===== src/inc/ddrbr_regs.vh =====
`ifndef DDRBR_REGS_VH
`define DDRBR_REGS_VH
// command encodings {cs_n, ras_n, cas_n, we_n}
`define DDRBR_CMD_REF 4'h1
`define DDRBR_CMD_ACT 4'h3
`define DDRBR_CMD_RD 4'h5
`define DDRBR_CMD_WR 4'h4
`define DDRBR_CMD_PRE 4'h2
// mode register zero burst-length field
`define DDRBR_BL_FIXED8 2'h0
`define DDRBR_BL_OTF 2'h1
`define DDRBR_BL_FIXED4 2'h2
// address bit positions
`define DDRBR_CHOP_BIT 12
`define DDRBR_AP_BIT 10
// beats per burst
`define DDRBR_BEATS8 4'h8
`define DDRBR_BEATS4 4'h4
// renewal cycle time in ns, cycles at 100 MHz (least time, rounded up)
`define DDRBR_RENEW_NS 260
`define DDRBR_RENEW_CYC ((`DDRBR_RENEW_NS + 9) / 10)
`endif


===== src/hw/ddrbr_core.v =====
`timescale 1ns/1ns
`include "ddrbr_regs.vh"
// Functional notes
// - in on-the-fly mode, chop bit low gives four-beat burst, high gives eight-beat, any auto-precharge.
// - chop bit never forms part of the column address.
// - eight beats when mode is fixed eight, or on-the-fly with chop bit high.
// - read data is only driven while the delay-locked loop is locked.
// - bad write data setup or hold only corrupts the addressed location.
// - bad write strobe timing only corrupts the addressed location, never hangs.
// - refresh decoded when chip select, row and column strobe low, write enable high.
// - refresh rows come from an internal counter, external address ignored.
// - after refresh every bank is precharged and idle.
// - precharged bank is idle and needs activation before read or write.
module ddrbr_core #(
  parameter ROW_W = 16,
  parameter COL_W = 10,
  parameter DATA_W = 8,
  parameter ADDITIVE_LATENCY = 0,
  parameter READ_COLUMN_LATENCY = 6,
  parameter WRITE_COLUMN_LATENCY = 5
) (
  // system
  input wire clk_sys,
  input wire rst,
  // link pins
  input wire ck,
  input wire cs_n,
  input wire ras_n,
  input wire cas_n,
  input wire we_n,
  input wire [2:0] ba,
  input wire [15:0] addr,
  input wire [DATA_W-1:0] dq_in,
  output reg [DATA_W-1:0] dq_out,
  output reg dq_oe,
  // configuration
  input wire [1:0] bl_mode,
  input wire dll_locked,
  // memory side
  output reg mem_we,
  output reg mem_re,
  output reg [2:0] mem_ba,
  output reg [ROW_W-1:0] mem_row,
  output reg [COL_W-1:0] mem_col,
  output reg [DATA_W-1:0] mem_wdata,
  input wire [DATA_W-1:0] mem_rdata,
  // status
  output reg refresh_busy,
  output reg [ROW_W-1:0] refresh_row,
  output reg [7:0] bank_open,
  output reg cmd_error
);
  localparam READ_LATENCY = ADDITIVE_LATENCY + READ_COLUMN_LATENCY;
  localparam WRITE_LATENCY = ADDITIVE_LATENCY + WRITE_COLUMN_LATENCY;
  // burst state loads one link edge early so beat zero lands on the latency edge
  localparam RD_TAP = READ_LATENCY - 2;
  localparam WR_TAP = WRITE_LATENCY - 2;
  // command pins, bank and full address
  localparam PIPE_W = 23;
  localparam PIPE_D = 32;
  localparam [15:0] RENEW_CYC = `DDRBR_RENEW_CYC;

  // two-flop synchronisers for every link input
  reg [PIPE_W-1:0] s1_r, s2_r;
  reg ck1_r, ck2_r, ck3_r;
  always @(posedge clk_sys or posedge rst) begin
    if (rst) begin
      s1_r <= {PIPE_W{1'b0}};
      s2_r <= {PIPE_W{1'b0}};
      ck1_r <= 1'b0;
      ck2_r <= 1'b0;
      ck3_r <= 1'b0;
    end else begin
      s1_r <= {cs_n, ras_n, cas_n, we_n, ba, addr};
      s2_r <= s1_r;
      ck1_r <= ck;
      ck2_r <= ck1_r;
      ck3_r <= ck2_r;
    end
  end
  reg [DATA_W-1:0] d1_r, d2_r;
  reg l1_r, l2_r;
  always @(posedge clk_sys or posedge rst) begin
    if (rst) begin
      d1_r <= {DATA_W{1'b0}};
      d2_r <= {DATA_W{1'b0}};
      l1_r <= 1'b0;
      l2_r <= 1'b0;
    end else begin
      d1_r <= dq_in;
      d2_r <= d1_r;
      l1_r <= dll_locked;
      l2_r <= l1_r;
    end
  end

  wire ck_rise = ck2_r & ~ck3_r;
  wire [3:0] cmd = s2_r[PIPE_W-1:PIPE_W-4];
  wire [2:0] cba = s2_r[PIPE_W-5:PIPE_W-7];
  wire [15:0] caddr = s2_r[PIPE_W-8:PIPE_W-23];
  wire dll_ok = l2_r;

  function [3:0] beats_of;
    input [1:0] mode;
    input chop;
    begin
      case (mode)
        `DDRBR_BL_FIXED8: beats_of = `DDRBR_BEATS8;
        `DDRBR_BL_OTF: beats_of = chop ? `DDRBR_BEATS8 : `DDRBR_BEATS4;
        default: beats_of = `DDRBR_BEATS4;
      endcase
    end
  endfunction

  // open rows per bank
  reg [ROW_W-1:0] open_row_r [0:7];
  integer i;

  // column pipeline: slot per link-clock delay
  reg [PIPE_D-1:0] rd_p_r, wr_p_r;
  reg [COL_W-1:0] col_r [0:PIPE_D-1];
  reg [2:0] pba_r [0:PIPE_D-1];
  reg [3:0] pbeats_r [0:PIPE_D-1];
  reg [3:0] beat_r;
  reg [3:0] blen_r;
  reg [1:0] dir_r;
  reg [COL_W-1:0] bcol_r;
  reg [2:0] bba_r;
  reg [15:0] rfc_cnt_r;

  wire is_col = ck_rise && (cmd == `DDRBR_CMD_RD || cmd == `DDRBR_CMD_WR);
  // chop bit only picks length; column taken from low bits only
  wire [COL_W-1:0] ccol = caddr[COL_W-1:0];
  wire cchop = caddr[`DDRBR_CHOP_BIT];

  always @(posedge clk_sys or posedge rst) begin
    if (rst) begin
      rd_p_r <= {PIPE_D{1'b0}};
      wr_p_r <= {PIPE_D{1'b0}};
      beat_r <= 4'h0;
      blen_r <= 4'h0;
      dir_r <= 2'h0;
      bcol_r <= {COL_W{1'b0}};
      bba_r <= 3'h0;
      rfc_cnt_r <= 16'h0;
      refresh_busy <= 1'b0;
      refresh_row <= {ROW_W{1'b0}};
      bank_open <= 8'h0;
      cmd_error <= 1'b0;
      mem_we <= 1'b0;
      mem_re <= 1'b0;
      mem_ba <= 3'h0;
      mem_row <= {ROW_W{1'b0}};
      mem_col <= {COL_W{1'b0}};
      mem_wdata <= {DATA_W{1'b0}};
      dq_out <= {DATA_W{1'b0}};
      dq_oe <= 1'b0;
      for (i = 0; i < 8; i = i + 1)
        open_row_r[i] <= {ROW_W{1'b0}};
      for (i = 0; i < PIPE_D; i = i + 1) begin
        col_r[i] <= {COL_W{1'b0}};
        pba_r[i] <= 3'h0;
        pbeats_r[i] <= 4'h0;
      end
    end else begin
      mem_we <= 1'b0;
      mem_re <= 1'b0;
      cmd_error <= 1'b0;
      if (refresh_busy) begin
        if (rfc_cnt_r == 16'h1)
          refresh_busy <= 1'b0;
        rfc_cnt_r <= rfc_cnt_r - 16'h1;
      end
      // array word returns one cycle after its column is presented
      if (mem_re)
        dq_out <= mem_rdata;
      if (ck_rise) begin
        rd_p_r <= {rd_p_r[PIPE_D-2:0], 1'b0};
        wr_p_r <= {wr_p_r[PIPE_D-2:0], 1'b0};
        for (i = 1; i < PIPE_D; i = i + 1) begin
          col_r[i] <= col_r[i-1];
          pba_r[i] <= pba_r[i-1];
          pbeats_r[i] <= pbeats_r[i-1];
        end
        col_r[0] <= ccol;
        pba_r[0] <= cba;
        pbeats_r[0] <= beats_of(bl_mode, cchop);
        case (cmd)
          `DDRBR_CMD_ACT: begin
            bank_open[cba] <= 1'b1;
            open_row_r[cba] <= caddr[ROW_W-1:0];
          end
          `DDRBR_CMD_PRE: begin
            if (caddr[`DDRBR_AP_BIT])
              bank_open <= 8'h0;
            else
              bank_open[cba] <= 1'b0;
          end
          `DDRBR_CMD_REF: begin
            // internal row counter, external address ignored
            refresh_busy <= 1'b1;
            rfc_cnt_r <= RENEW_CYC;
            refresh_row <= refresh_row + {{(ROW_W-1){1'b0}}, 1'b1};
            bank_open <= 8'h0;
            if (bank_open != 8'h0)
              cmd_error <= 1'b1;
          end
          `DDRBR_CMD_RD: begin
            if (!bank_open[cba] || !dll_ok)
              cmd_error <= 1'b1;
            else
              rd_p_r[0] <= 1'b1;
            if (caddr[`DDRBR_AP_BIT])
              bank_open[cba] <= 1'b0;
          end
          `DDRBR_CMD_WR: begin
            if (!bank_open[cba])
              cmd_error <= 1'b1;
            else
              wr_p_r[0] <= 1'b1;
            if (caddr[`DDRBR_AP_BIT])
              bank_open[cba] <= 1'b0;
          end
          default: begin
          end
        endcase
        // burst engine: one beat per link clock edge
        if (rd_p_r[RD_TAP] && RD_TAP >= 0) begin
          dir_r <= 2'h1;
          beat_r <= 4'h0;
          blen_r <= pbeats_r[RD_TAP];
          bcol_r <= col_r[RD_TAP];
          bba_r <= pba_r[RD_TAP];
        end else if (wr_p_r[WR_TAP] && WR_TAP >= 0) begin
          dir_r <= 2'h2;
          beat_r <= 4'h0;
          blen_r <= pbeats_r[WR_TAP];
          bcol_r <= col_r[WR_TAP];
          bba_r <= pba_r[WR_TAP];
        end else if (dir_r != 2'h0) begin
          beat_r <= beat_r + 4'h1;
          if (beat_r + 4'h1 == blen_r)
            dir_r <= 2'h0;
        end
        if (dir_r == 2'h1 && dll_ok) begin
          mem_re <= 1'b1;
          dq_oe <= 1'b1;
        end else begin
          dq_oe <= 1'b0;
        end
        // bad strobe timing only yields wrong data at this column
        if (dir_r == 2'h2) begin
          mem_we <= 1'b1;
          mem_wdata <= d2_r;
        end
        if (dir_r != 2'h0) begin
          mem_ba <= bba_r;
          mem_row <= open_row_r[bba_r];
          mem_col <= bcol_r + {{(COL_W-4){1'b0}}, beat_r};
        end
      end
    end
  end
endmodule


===== config.mk =====
export PLATFORM = sky130hd
export DESIGN_NAME = ddrbr_core
export DESIGN_NICKNAME = d
export VERILOG_FILES = /design/src/hw/ddrbr_core.v
export VERILOG_INCLUDE_DIRS = /design/src /design/src/inc
export SDC_FILE = /design/constraint.sdc
export NUM_CORES = 1
export LEC_CHECK = 0
export CAP_MARGIN = 30
export CORE_UTILIZATION = 63
export DETAILED_ROUTE_END_ITERATION = 10
export DONT_BUFFER_PORTS = 1
export GPL_TIMING_DRIVEN = 0
export PLACE_DENSITY = 0.79
export RECOVER_POWER = 100
export REMOVE_ABC_BUFFERS = 1
export SKIP_LAST_GASP = 1
export SLEW_MARGIN = 20
export SYNTH_ARGS = -nofsm -noshare
export SYNTH_HDL_FRONTEND = slang
export SYNTH_SLANG_ARGS = --single-unit

===== constraint.sdc =====
create_clock -name clk_sys -period 14.6 [get_ports clk_sys]
set_clock_uncertainty 0.05 [all_clocks]
set_input_delay 0.73 -clock clk_sys [delete_from_list [all_inputs] [get_ports clk_sys]]
set_output_delay 0.73 -clock clk_sys [all_outputs]
set_load 0.005 [all_outputs]

* Yosys cells after proc, flatten, opt, wreduce, memory -nomap -nowiden *
Cells that the tools add are included.

word-level totals
  logic and storage cells = 149
  flip-flop bits (word level) = 402
  input port bits = 45

operators by class
  bitwise operators = 7
  add/subtract/negate cells = 4
  reduce and logical (&&, ||, !) cells = 22
  multiplexer cells = 48
  equality and inequality tests = 11
  magnitude comparators = 5

operators by type and width
  operator                                                              count
  128-bit bitwise mux                                                   1
  16-bit two-way mux                                                    6
  16-bit binary-select mux with 3-bit select                            1
  16-bit demux with 3-bit select                                        1
  8-bit one-hot mux with 4 select lines                                 1
  4-bit two-way mux                                                     6
  10-bit two-way mux                                                    2
  1-bit two-way mux                                                     18
  16-bit by 1-bit adder with 16-bit output, second input constant       1
  16-bit by 1-bit == test with 1-bit output, second input constant      1
  8-bit two-way mux                                                     2
  16-bit by 1-bit subtractor with 16-bit output, second input constant  1
  2-bit AND reduction                                                   6
  10-bit by 4-bit adder with 10-bit output                              1
  8-bit bitwise AND                                                     1
  4-bit by 2-bit == test with 1-bit output, second input constant       2
  4-bit by 3-bit == test with 1-bit output, second input constant       2
  4-bit greater-or-equal comparator, second input constant              2
  2-bit two-way mux                                                     4
  3-bit NOT with 4-bit output                                           2
  8-bit NOT                                                             1
  8-bit OR                                                              1
  4-bit one-hot mux with 2 select lines                                 1
  8-bit nonzero test                                                    1
  other kinds (24)                                                      32

* Longest topological paths before layout *
  word-level depth = 8
  mapped depth = 7
  mapped depth without buffers = 7

* Worst setup path before layout *
Ideal clock, no wire load.

  kind = reg2reg
  start point = register s2_r[21]
  end point = register open_row_r[112] (netlist name)
  arrival time = 1.781 ns
  cell stages (with the launch flop) = 7
  buffers on the path = 2
  slack = 12.644 ns
  data required time = 14.425 ns
  cells stage by stage = dfrtp_1 -> buf_6 -> nor3_2 -> nand3_2 -> nor4_4 -> buf_6 -> mux2_2

between the ends
  longest elaborated chain between the ends = 2

RTL lines
  what                                      line              RTL
  start: declaration                        ddrbr_core.v:64   reg [PIPE_W-1:0] s1_r, s2_r;
  start signal: assignment                  ddrbr_core.v:69   s2_r <= {PIPE_W{1'b0}};
  start signal: assignment                  ddrbr_core.v:75   s2_r <= s1_r;
  4-bit by 2-bit == test with 1-bit output  ddrbr_core.v:188  case (cmd)
  2-bit AND reduction (no source line)      n/a
  end signal: indexed assignment            ddrbr_core.v:159  open_row_r[i] <= {ROW_W{1'b0}};
  end signal: indexed assignment            ddrbr_core.v:191  open_row_r[cba] <= caddr[ROW_W-1:0];
  end: declaration                          ddrbr_core.v:116  reg [ROW_W-1:0] open_row_r [0:7];

Every way passes these cells.
A chain may end at the register's enable or synchronous reset.

==> impl_metrics.yaml <==
clock_tree:
  clkSinkCount: 390
  clkTransAtPathRegs_ns: 0.06
  ctsResizeCount: 0
  post_cts_buffers: 0
  cts_made_buffers: 39
  clock_latency_ns: 0.53
  tritoncts: "built"
  cts_max_level: 2
  clockRootBuffer: "clkbuf_16"
  cts_buffer_depth: 3
  hold_buffers: 0
route:
  finalWirelength_um: 28700
  drc: 0
  via_per_inst: 5.75
  wl_met1_um: 12600
  vias: 9103
  wl_per_cell_um: 18.1
  dr_wl_met3_um: 1260
  dr_wl_met2_um: 14200
  ant_nets: 0
  drt_iter0_drc: 681
  top_layer_used: "met5"
  first_pass_iters: 7
floorplan:
  io_pins: 119
  core-area_um2: 24400
  die_x_um: 160
  start_util_pct: 64.3
  rows: 57
  die-area_um2: 25500
  die_y_um: 160
critical_path:
  cp-start-kind: "input port"
  cpLargestDelayFamily: "buffers and inverters"
  timing_worst_setup_path_type: "input port to asynchronous set/reset pin"
  path_cells: "clkinvlp_2 -> clkbuf_1"
  cp-end-kind: "asynchronous set/reset pin"
  crit_arrival_ns: 5.75
  path_buf_inv: 2
  crit_required_ns: 13.98
  cp_slowest_cell: "clkbuf_1"
  worstPathMaxFanout: 101
  cpPeakStageDelay_ns: 3.59
yosys:
  avgSynthCellArea_um2: 12.7
  synth-seq-area-share_pct: 62.2
  async_flop_share_pct: 100
  yosys.cell_types.count: 54
  synth_edf_count: 0
  postSynthCellCount: 1231
  ys_warn_count: 0
  netlist_area_um2: 15700
  synth-main-ff-cell: "dfrtp_1"
  synth_top_area_cell: "dfrtp_1"
  yosys-top-cells-area: "dfrtp_1, mux2_2, nand2_1, mux4_2, mux2i_1"
  synth_top_area_share_pct: 62.2
  synth_most_common_cell: "dfrtp_1"
  synth_seq_cells: 390
  synthTopCellsByCount: "dfrtp_1, nand2_1, mux2_2, o21ai_0, mux4_2"
global_routing:
  grt_pass1_wl_um: 48400
  antenna_found_initial: 2
  grt_max_degree: 102
  grt-ovfl-total: 0
  grtUsageTotal_pct: 23.7
  first_global_vias: 9546
sta:
  min_period_over_period_pct: 43.7
  hold_violations: 0
  worst_slew_pin_slew_ns: 5.02
  max-slew-margin-rel_pct: -235
  period_needed_ns: 6.38
  setup_violations: 0
  rsz0062_at_grt: "no"
  max_freq_ghz: 0.157
  slew_violations: 386
  tns_ns: 0
  timing.hold.ws_ns: 0.173
placed_design:
  dp_cells: 1508
  place_hpwl_um: 17300
  io_buffers: 0
  globalplace.congestion: 0.768
layout:
  final_util_pct: 70.4
  drive_above_1_share_pct: 20.0
  stdcell_count: 1582
  finalNetCount: 1282
  syn2layout_area_growth_pct: 9.51
flow_run:
  max-cap-violations: 9
pwr:
  power_mw: 2.40
  peakVddDrop_v: 0.000101
  p_leak_nw: 8.28
  powerDensity_nw_per_um2: 140
outcome:
  violations: "max-capacitance violations, max-slew violations"
  outcome: "complete, but fails checks"
min_path:
  hp-class: "input port to flip-flop"
layer usage:
metal / vias up / global-route usage [%]
met5: - / 0
met4: 2 / 7.95
met3: 54 / 4.16
met2: 210 / 39.0
met1: 4650 / 32.4
li1: 4187 / -
cell families after synthesis:
kind of cell,synth area share [%]
simple gates,12.1
fa+ha+maj,0.846
mux,17.3
xor+xnor,2.29
compound gates,3.17
flops,62.2
buf+inv,2.00
where the power goes:
group          internal (mW)  leakage, nW  switching, mW
clock                  0.583        0.631          0.404
sequential              1.17         5.16         0.0714
combinational         0.0743         2.50         0.0922
worst paths after layout:
kind	start	to	slack, ns	depth (start not counted)
setup / recovery	rst	d1_r[7]	8.22	2
hold / removal	addr[4]	s1_r[4]	0.17	0
setup reg to reg	ck3_r	mem_row[7]	9.08	5
hold reg to reg	s1_r[7]	s2_r[7]	0.30	0
max in group clk_sys	ck3_r	mem_row[7]	9.08	5
min in group asynchronous	rst	dq_out[7]	0.69	1
final cells by class:
class | instances | area [µm²]
Timing Repair Buffer | 18 | 203
Inverter | 4 | 16.3
Sequential cell | 390 | 9770
Clock buffer | 55 | 1140
Multi-Input combinational cell | 774 | 5480
Fill cell | 1677 | 7220
Antenna cell | 1 | 2.50
Clock inverter | 16 | 163
Tap cell | 324 | 405
stage by stage:
stage          setup WS [ns]  area, µm²
6_report                8.22      17200
3_3_place_gp          -0.647      15800
5_1_grt                 6.75      17200
3_5_place_dp           11.47      16100
2_1_floorplan           2.98      15400
4_1_cts                11.46      17400
cells in the final DEF, fill, tap and decap left out, drive strengths merged, types with 8 or more instances in the layout:
cell      n
dfrtp   390
nand2   328
mux2    145
clkbuf   67
o21ai    55
mux4     34
mux2i    32
nor2     28
xnor2    28
nand3    15
xor2     13
nor3     10
nand4     9
a21o      9
ha        9
nor4      8
clkinv    8
flip-flops by register name (all words and copies together), names as in the netlist, 10 cells and up:
| register | cells |
|---|---|
| s1_r | 23 |
| col_r | 50 |
| mem_row | 16 |
| refresh_row | 16 |
| rfc_cnt_r | 16 |
| mem_col | 10 |
| pbeats_r | 10 |
| pba_r | 15 |
| open_row_r | 128 |
| bcol_r | 10 |
| s2_r | 23 |
No activity file was read; power rests on OpenSTA's default activity.
